[src/rtl/spisc_pkg.sv]
// Package of the SPI select and control block: register map, field positions, reset values.
// Assumes a 32-bit APB slave with one aligned word per register.
package spisc_pkg;
    localparam logic [7:0] CTRL_OFFSET = 8'h00;
    localparam logic [7:0] STATUS_OFFSET = 8'h04;
    localparam logic [7:0] MASK_OFFSET = 8'h08;
    localparam logic [7:0] DIR_OFFSET = 8'h0C;
    localparam logic [7:0] PINS_OFFSET = 8'h10;
    localparam int CTRL_IRQ_EN_POS = 7;
    localparam int CTRL_PORT_EN_POS = 6;
    localparam int CTRL_ORDER_POS = 5;
    localparam int CTRL_MASTER_POS = 4;
    localparam int CTRL_CLOCK_POLARITY_POS = 3;
    localparam int CTRL_CLOCK_PHASE_POS = 2;
    localparam int CTRL_RATE_HI_POS = 1;
    localparam int CTRL_RATE_LO_POS = 0;
    localparam logic [7:0] CTRL_RESET = 8'h00;
    localparam int STAT_DONE_POS = 0;
    localparam int STAT_CONTEND_POS = 1;
    localparam logic [1:0] STAT_RESET = 2'h0;
    localparam logic [1:0] MASK_RESET = 2'h0;
    localparam int DIR_MOSI_POS = 0;
    localparam int DIR_MISO_POS = 1;
    localparam int DIR_SCK_POS = 2;
    localparam int DIR_SS_POS = 3;
    localparam int DIR_SSOUT_POS = 4;
    localparam logic [4:0] DIR_RESET = 5'h00;
    localparam logic [2:0] BITCNT_RESET = 3'h0;
    localparam logic [7:0] SHIFT_RESET = 8'h00;
    localparam logic [31:0] RDATA_RESET = 32'h00000000;
endpackage : spisc_pkg

[src/rtl/spisc_top.sv]
// SPI select and control: control register, select-pin handling, slave receive shifter.
// Assumes an APB master on clk and SPI pins asynchronous to clk.
`timescale 1ns/100ps
`default_nettype none
module spisc_top (
    input wire logic clk,
    input wire logic reset_n,
    input wire logic psel,
    input wire logic penable,
    input wire logic pwrite,
    input wire logic [7:0] paddr,
    input wire logic [31:0] pwdata,
    output logic [31:0] prdata,
    output logic pready,
    output logic pslverr,
    output logic irq,
    input wire logic sckIn,
    output logic sckOut,
    output logic sckOe,
    input wire logic mosiIn,
    output logic mosiOut,
    output logic mosiOe,
    output logic misoOut,
    output logic misoOe,
    input wire logic selectIn,
    output logic selectOut,
    output logic selectOe
);
    // ------------------------------------------------------------
    // Declarations
    // ------------------------------------------------------------
    logic [7:0] ctrl_r;
    logic [1:0] status_r;
    logic [1:0] mask_r;
    logic [4:0] dir_r;
    logic [7:0] shift_r;
    logic [7:0] rxData_r;
    logic [2:0] bitCnt_r;
    logic sckPrev_r;
    logic selPrev_r;
    logic [2:0] pinSync;
    logic sckS;
    logic mosiS;
    logic selS;
    logic portEn;
    logic isMaster;
    logic slaveActive;
    logic contention;
    logic sampleEdge;
    logic byteDone;
    logic apbAccess;
    logic apbWrite;
    logic apbRead;
    logic mapped;
    logic [1:0] status_nxt;

    function automatic logic hitAddr(input logic [7:0] a, input logic [7:0] off);
        hitAddr = (a == off);
    endfunction : hitAddr

    // ------------------------------------------------------------
    // Pin synchronisers
    // ------------------------------------------------------------
    // Select travels inverted through the synchroniser, so that its reset value of zero
    // reads as an idle high select and no false select edge follows reset.
    spisc_sync #(.WIDTH(3)) pinSyncInst (
        .clk(clk),
        .reset_n(reset_n),
        .asyncIn({~selectIn, mosiIn, sckIn}),
        .syncOut(pinSync)
    );
    assign sckS = pinSync[0];
    assign mosiS = pinSync[1];
    assign selS = ~pinSync[2];

    // ------------------------------------------------------------
    // Mode decode
    // ------------------------------------------------------------
    assign portEn = ctrl_r[spisc_pkg::CTRL_PORT_EN_POS];
    assign isMaster = portEn && ctrl_r[spisc_pkg::CTRL_MASTER_POS];
    // Select is an input in master mode unless software made it an output.
    assign contention = isMaster && !dir_r[spisc_pkg::DIR_SS_POS] && !selS;
    assign slaveActive = portEn && !ctrl_r[spisc_pkg::CTRL_MASTER_POS] && !selS;
    // Sample edge: leading when phase is 0, trailing otherwise.
    assign sampleEdge = (sckS != sckPrev_r)
        && ((sckS ^ ctrl_r[spisc_pkg::CTRL_CLOCK_POLARITY_POS]) ^ ctrl_r[spisc_pkg::CTRL_CLOCK_PHASE_POS]);
    assign byteDone = slaveActive && sampleEdge && (bitCnt_r == 3'h7);

    // ------------------------------------------------------------
    // APB decode
    // ------------------------------------------------------------
    assign apbAccess = psel && penable;
    assign apbWrite = apbAccess && pwrite;
    // A read is taken in its setup cycle, where the read data is latched, so that a status
    // bit set after that edge is not lost to the clear.
    assign apbRead = psel && !penable && !pwrite;
    assign mapped = hitAddr(paddr, spisc_pkg::CTRL_OFFSET)
        || hitAddr(paddr, spisc_pkg::STATUS_OFFSET)
        || hitAddr(paddr, spisc_pkg::MASK_OFFSET)
        || hitAddr(paddr, spisc_pkg::DIR_OFFSET)
        || hitAddr(paddr, spisc_pkg::PINS_OFFSET);

    // ------------------------------------------------------------
    // Control register
    // ------------------------------------------------------------
    always_ff @(posedge clk or negedge reset_n) begin
        if (!reset_n) begin
            ctrl_r <= spisc_pkg::CTRL_RESET;
        end else if (apbWrite && hitAddr(paddr, spisc_pkg::CTRL_OFFSET)) begin
            ctrl_r <= pwdata[7:0];
        end else if (contention) begin
            ctrl_r[spisc_pkg::CTRL_MASTER_POS] <= 1'b0;
        end
    end

    // ------------------------------------------------------------
    // Direction and mask registers
    // ------------------------------------------------------------
    always_ff @(posedge clk or negedge reset_n) begin
        if (!reset_n) begin
            dir_r <= spisc_pkg::DIR_RESET;
        end else if (apbWrite && hitAddr(paddr, spisc_pkg::DIR_OFFSET)) begin
            dir_r <= pwdata[4:0];
        end
    end

    always_ff @(posedge clk or negedge reset_n) begin
        if (!reset_n) begin
            mask_r <= spisc_pkg::MASK_RESET;
        end else if (apbWrite && hitAddr(paddr, spisc_pkg::MASK_OFFSET)) begin
            mask_r <= pwdata[1:0];
        end
    end

    // ------------------------------------------------------------
    // Status: sticky, cleared by a read, a new event wins over the clear
    // ------------------------------------------------------------
    always_comb begin
        status_nxt = status_r;
        if (apbRead && hitAddr(paddr, spisc_pkg::STATUS_OFFSET)) begin
            status_nxt = spisc_pkg::STAT_RESET;
        end
        if (contention) begin
            status_nxt[spisc_pkg::STAT_DONE_POS] = 1'b1;
            status_nxt[spisc_pkg::STAT_CONTEND_POS] = 1'b1;
        end
        if (byteDone) begin
            status_nxt[spisc_pkg::STAT_DONE_POS] = 1'b1;
        end
    end

    always_ff @(posedge clk or negedge reset_n) begin
        if (!reset_n) begin
            status_r <= spisc_pkg::STAT_RESET;
        end else begin
            status_r <= status_nxt;
        end
    end

    // Transfer-done reaches the line only with the irq enable bit set.
    always_ff @(posedge clk or negedge reset_n) begin
        if (!reset_n) begin
            irq <= 1'b0;
        end else begin
            irq <= (status_nxt[spisc_pkg::STAT_DONE_POS] && mask_r[spisc_pkg::STAT_DONE_POS]
                    && ctrl_r[spisc_pkg::CTRL_IRQ_EN_POS])
                || (status_nxt[spisc_pkg::STAT_CONTEND_POS]
                    && mask_r[spisc_pkg::STAT_CONTEND_POS]);
        end
    end

    // ------------------------------------------------------------
    // Slave receive shifter
    // ------------------------------------------------------------
    always_ff @(posedge clk or negedge reset_n) begin
        if (!reset_n) begin
            sckPrev_r <= 1'b0;
            selPrev_r <= 1'b1;
        end else begin
            sckPrev_r <= sckS;
            selPrev_r <= selS;
        end
    end

    always_ff @(posedge clk or negedge reset_n) begin
        if (!reset_n) begin
            shift_r <= spisc_pkg::SHIFT_RESET;
            bitCnt_r <= spisc_pkg::BITCNT_RESET;
            rxData_r <= spisc_pkg::SHIFT_RESET;
        end else if (!slaveActive) begin
            shift_r <= spisc_pkg::SHIFT_RESET;
            bitCnt_r <= spisc_pkg::BITCNT_RESET;
        end else if (sampleEdge) begin
            bitCnt_r <= bitCnt_r + 3'h1;
            if (ctrl_r[spisc_pkg::CTRL_ORDER_POS]) begin
                shift_r <= {mosiS, shift_r[7:1]};
            end else begin
                shift_r <= {shift_r[6:0], mosiS};
            end
            if (bitCnt_r == 3'h7) begin
                rxData_r <= ctrl_r[spisc_pkg::CTRL_ORDER_POS]
                    ? {mosiS, shift_r[7:1]} : {shift_r[6:0], mosiS};
            end
        end
    end

    // ------------------------------------------------------------
    // Pin drivers
    // ------------------------------------------------------------
    always_ff @(posedge clk or negedge reset_n) begin
        if (!reset_n) begin
            sckOe <= 1'b0;
            mosiOe <= 1'b0;
            misoOe <= 1'b0;
            selectOe <= 1'b0;
        end else begin
            sckOe <= isMaster && !contention && dir_r[spisc_pkg::DIR_SCK_POS];
            mosiOe <= isMaster && !contention && dir_r[spisc_pkg::DIR_MOSI_POS];
            misoOe <= (!isMaster || contention) && dir_r[spisc_pkg::DIR_MISO_POS];
            selectOe <= isMaster && !contention && dir_r[spisc_pkg::DIR_SS_POS];
        end
    end

    // SCK only idles at its polarity level: this block makes no master clock of its own.
    always_ff @(posedge clk or negedge reset_n) begin
        if (!reset_n) begin
            sckOut <= 1'b0;
            mosiOut <= 1'b0;
            misoOut <= 1'b0;
            selectOut <= 1'b0;
        end else begin
            sckOut <= ctrl_r[spisc_pkg::CTRL_CLOCK_POLARITY_POS];
            mosiOut <= 1'b0;
            misoOut <= slaveActive ? shift_r[7] : 1'b0;
            selectOut <= dir_r[spisc_pkg::DIR_SSOUT_POS];
        end
    end

    // ------------------------------------------------------------
    // APB read data and answer
    // ------------------------------------------------------------
    always_ff @(posedge clk or negedge reset_n) begin
        if (!reset_n) begin
            prdata <= spisc_pkg::RDATA_RESET;
            pready <= 1'b0;
            pslverr <= 1'b0;
        end else begin
            pready <= psel && !penable;
            pslverr <= psel && !penable && !mapped;
            prdata <= spisc_pkg::RDATA_RESET;
            if (apbRead) begin
                unique case (1'b1)
                    hitAddr(paddr, spisc_pkg::CTRL_OFFSET): prdata[7:0] <= ctrl_r;
                    hitAddr(paddr, spisc_pkg::STATUS_OFFSET): prdata[1:0] <= status_r;
                    hitAddr(paddr, spisc_pkg::MASK_OFFSET): prdata[1:0] <= mask_r;
                    hitAddr(paddr, spisc_pkg::DIR_OFFSET): prdata[4:0] <= dir_r;
                    hitAddr(paddr, spisc_pkg::PINS_OFFSET): prdata[18:0] <=
                        {selS, mosiS, sckS, bitCnt_r, 5'h00, rxData_r};
                    default: prdata <= spisc_pkg::RDATA_RESET;
                endcase
            end
        end
    end
endmodule : spisc_top
`default_nettype wire

[src/rtl/spisc_sync.sv]
// Two flip-flop synchroniser for a group of pins.
// Assumes the inputs are asynchronous to clk.
`timescale 1ns/100ps
`default_nettype none
module spisc_sync #(
    parameter int WIDTH = 4
) (
    input wire logic clk,
    input wire logic reset_n,
    input wire logic [WIDTH-1:0] asyncIn,
    output logic [WIDTH-1:0] syncOut
);
    logic [WIDTH-1:0] stage1_r;

    always_ff @(posedge clk or negedge reset_n) begin
        if (!reset_n) begin
            stage1_r <= '0;
            syncOut <= '0;
        end else begin
            stage1_r <= asyncIn;
            syncOut <= stage1_r;
        end
    end
endmodule : spisc_sync
`default_nettype wire

[config.mk]
export PLATFORM = sky130hd
export DESIGN_NAME = spisc_top
export DESIGN_NICKNAME = d
export VERILOG_FILES = /design/src/rtl/spisc_pkg.sv /design/src/rtl/spisc_top.sv /design/src/rtl/spisc_sync.sv
export SDC_FILE = /design/constraint.sdc
export NUM_CORES = 1
export LEC_CHECK = 0
export BUFFER_PORTS_ARGS = -buffer_cell sky130_fd_sc_hd__buf_2
export CAP_MARGIN = 20
export CORE_MARGIN = 2
export CORE_UTILIZATION = 57
export CTS_BUF_LIST = sky130_fd_sc_hd__clkbuf_2 sky130_fd_sc_hd__clkbuf_4 sky130_fd_sc_hd__clkbuf_8
export CTS_CLUSTER_SIZE = 24
export DETAILED_ROUTE_END_ITERATION = 10
export PLACE_DENSITY = 0.94
export SLEW_MARGIN = 25
export SYNTH_ARGS = -nofsm -noshare
export SYNTH_HDL_FRONTEND = slang
export SYNTH_HIERARCHICAL = 1
export SYNTH_SLANG_ARGS = --single-unit
export TNS_END_PERCENT = 5
[constraint.sdc]
create_clock -name clk -period 3.4 [get_ports clk]
set_input_delay 0.68 -clock clk [delete_from_list [all_inputs] [get_ports clk]]
set_output_delay 0.68 -clock clk [all_outputs]
set_load 0.01 [all_outputs]
==> impl_metrics.py <==
metrics = {
    "run_status": {
        "status": "finished clean",
    },
    "clock_network": {
        "ctsHoldBuffers": 0,
        "cts_resized": 0,
        "clk_latency_ns": 0.35,
        "clock-root-buffer": "clkbuf_8",
        "clkSinkCount": 67,
        "cts-htree-levels": 3,
        "cts_tree": "built",
        "cts_made_buffers": 9,
        "cts_buffer_depth": 2,
        "postCtsSetupBuffers": 0,
        "clk_pin_slew_ns": 0.07,
    },
    "sta": {
        "worst_slack_ns": 1.08,
        "finClkSkew_ns": 0.00521,
        "final.min_clock_period_ns": 2.32,
        "hold_ws_ns": 0.298,
        "fin_crit_sh_pct": 68.2,
        "finalSetupTns_ns": 0,
        "setup_viol": 0,
        "tightest_slew_ns": 0.649,
        "slew_viol_final": 0,
        "maxSlewHeadroom_pct": 56.5,
        "hold_violations": 0,
        "max_freq_mhz": 431,
        "rsz0062_at_grt": "false",
    },
    "logic_synthesis": {
        "synth_cell_types": 42,
        "ys_ff_latch": 67,
        "synth_flop_cell": "dfrtp_1",
        "ys.warnings.count": 6,
        "synth_async_sr_flop_share_pct": 100,
        "synth_area_leaders": "dfrtp_1, mux2i_1, mux2_2, buf_4, nor2_1",
        "syn_inst": 245,
        "synth_top_area_cell": "dfrtp_1",
        "yosys.area.top_type_share_pct": 57.4,
        "netlist_area_sq_um": 2920,
        "syn_avg_cell_area_sq_um": 11.9,
        "synth_most_common_cell": "dfrtp_1",
        "synth_common_cells": "dfrtp_1, mux2i_1, nor2_1",
        "ys_seq_area_share_pct": 57.4,
        "synth_edf_count": 0,
    },
    "routing": {
        "dr.pass1.iters": 4,
        "ant_nets": 0,
        "vias_per_cell": 5.46,
        "post-route-drc-count": 0,
        "met2_length_mm": 3.03,
        "vias": 2027,
        "drtIter0Drc": 192,
        "drt-wirelength-per-cell_microns": 16.2,
        "highest_layer": "met4",
        "wl_met3_microns": 354,
        "wl_mm": 6.03,
        "wl_met1_mm": 2.45,
    },
    "floorplanning": {
        "ios": 91,
        "die_h_microns": 75.6,
        "coreArea_sq_um": 5010,
        "dieArea_sq_um": 5710,
        "die_width_microns": 75.6,
        "rows": 26,
        "initial_core_util_pct": 58.3,
    },
    "critical_path": {
        "r2r_start": "ctrl_r[3]",
        "criticalPathCategory": "primary input to flip-flop",
        "r2r_setup_slack_ns": 1.40,
        "reg2reg_depth": 5,
        "crit_chain": "buf_2, or3_1, nor3_1, nand4_1, mux2_2",
        "critPathLaunchType": "primary input",
        "cp_slowest_stage_delay_ns": 0.49,
        "crit_path_end_kind": "flip-flop",
        "timing.rr.end": "rxData_r[2]",
        "required_ns": 3.63,
        "critPathSlowestCell": "or3_1",
        "critPathMaxFanout": 7,
        "worstPathArrival_ns": 2.55,
        "crit_path_end": "dir_r[3]",
        "startpoint": "paddr[5]",
    },
    "finish": {
        "nNetsFinal": 346,
        "fin_cells": 371,
        "diodes": 0,
        "fill_cells": 359,
        "utilization_pct": 67.7,
        "layout-drive-gt1-share_pct": 28.2,
        "area_growth_pct": 16.1,
        "stdcell_area_sq_um": 3390,
    },
    "global_routing": {
        "grt_pass1_wl_mm": 9.27,
        "grt_pass1_vias": 1917,
        "grt_max_degree": 24,
        "grt-ovfl-total": 0,
        "grt_use_total_pct": 22.9,
        "antenna_found_initial": 0,
    },
    "placed_design": {
        "routabilityCongestion": 0.881,
        "place_inst": 355,
        "pre_cts_ws_ns": 0.738,
        "hpwl_mm": 4.14,
        "placed_cell_area_sq_um": 3160,
        "port-buffer-count": 47,
    },
    "min_path": {
        "min_path_type": "primary input to asynchronous set/reset pin",
    },
    "pwr": {
        "p_total_mw": 1.65,
        "irDropWorstVdd_v": 0.000265,
        "p_per_area_nw_per_um2": 487,
        "p_leak_nw": 1.70,
    },
    "run": {
        "max_cap_viol_count": 0,
    },
}
[kinds of logic after synthesis]
family	share of synthesized area (%)
other cells	0.128
xor+xnor	0.600
buf+inv	7.67
compound gates	6.77
flops	57.4
simple gates	12.5
mux	14.1
fa+ha+maj	0.857
[where the power goes]
part           internal (mW)  total, mW  switching [mW]
sequential             0.806      0.813         0.00691
clock                  0.460      0.757           0.297
combinational         0.0265     0.0824          0.0559
[cell type report]
class | instances | area, sq um | area share (%)
Sequential cell | 67 | 1680 | 49.5
Multi-Input combinational cell | 156 | 1090 | 32.1
Timing Repair Buffer | 51 | 265 | 7.83
Clock buffer | 12 | 159 | 4.69
Tap cell | 70 | 87.6 | 2.58
Clock inverter | 4 | 72.6 | 2.14
Inverter | 11 | 41.3 | 1.22
[cells in the final DEF, fill, tap and decap left out, types with 2 or more instances in the layout]
cell	Yosys	layout
buf_4	19	4
a22oi_1	5	5
buf_2	1	47
inv_1	11	11
o22a_1	2	2
mux2i_1	22	22
and3_1	10	10
nor3_1	5	5
nand2b_1	2	2
nand2_1	7	7
mux2_2	17	17
o21ai_0	3	3
a211oi_1	8	8
and2_1	3	3
clkbuf_8	0	11
nor2_1	20	20
ha_1	2	2
conb_1	1	19
nand4_1	2	2
bufinv_16	0	2
a21oi_1	4	4
nand3b_1	2	2
nor2b_1	4	4
or3_1	2	2
dfrtp_1	67	67
nand4b_1	2	2
[registers in the layout (all words and copies together) (netlist names), 2 cells and up]
name	count
dir_r	5
status_r	2
shift_r	8
pinSyncInst/syncOut	3
pinSyncInst/stage1_r	3
mask_r	2
ctrl_r	8
prdata	14
bitCnt_r	3
rxData_r	8
[layer usage]
| metal | up-vias | global-route usage [%] |
|---|---|---|
| met5 | - | 0 |
| met4 | 0 | 12.5 |
| met3 | 21 | 7.80 |
| met2 | 87 | 36.6 |
| met1 | 994 | 27.3 |
| li1 | 925 | - |
[worst min-delay path by stage]
stage                       startpoint                 endpoint  slack [ns]
6_report                       reset_n  pinSyncInst/stage1_r[1]        0.30
5_1_grt                        reset_n                ctrl_r[3]        0.34
4_1_cts                        reset_n  pinSyncInst/stage1_r[1]        0.31
3_5_place_dp   pinSyncInst/stage1_r[1]   pinSyncInst/syncOut[1]        0.34
3_3_place_gp   pinSyncInst/stage1_r[2]   pinSyncInst/syncOut[2]        0.33
2_1_floorplan  pinSyncInst/stage1_r[0]   pinSyncInst/syncOut[0]        0.33
[critical path, delay by kind of cell]
family / cells / cell delay, ns
AND/OR/NAND/NOR: 3 / 1.37
multiplexers: 1 / 0.39
buffers and inverters: 1 / 0.10
Note: power is estimated with default switching activity, not from simulation.
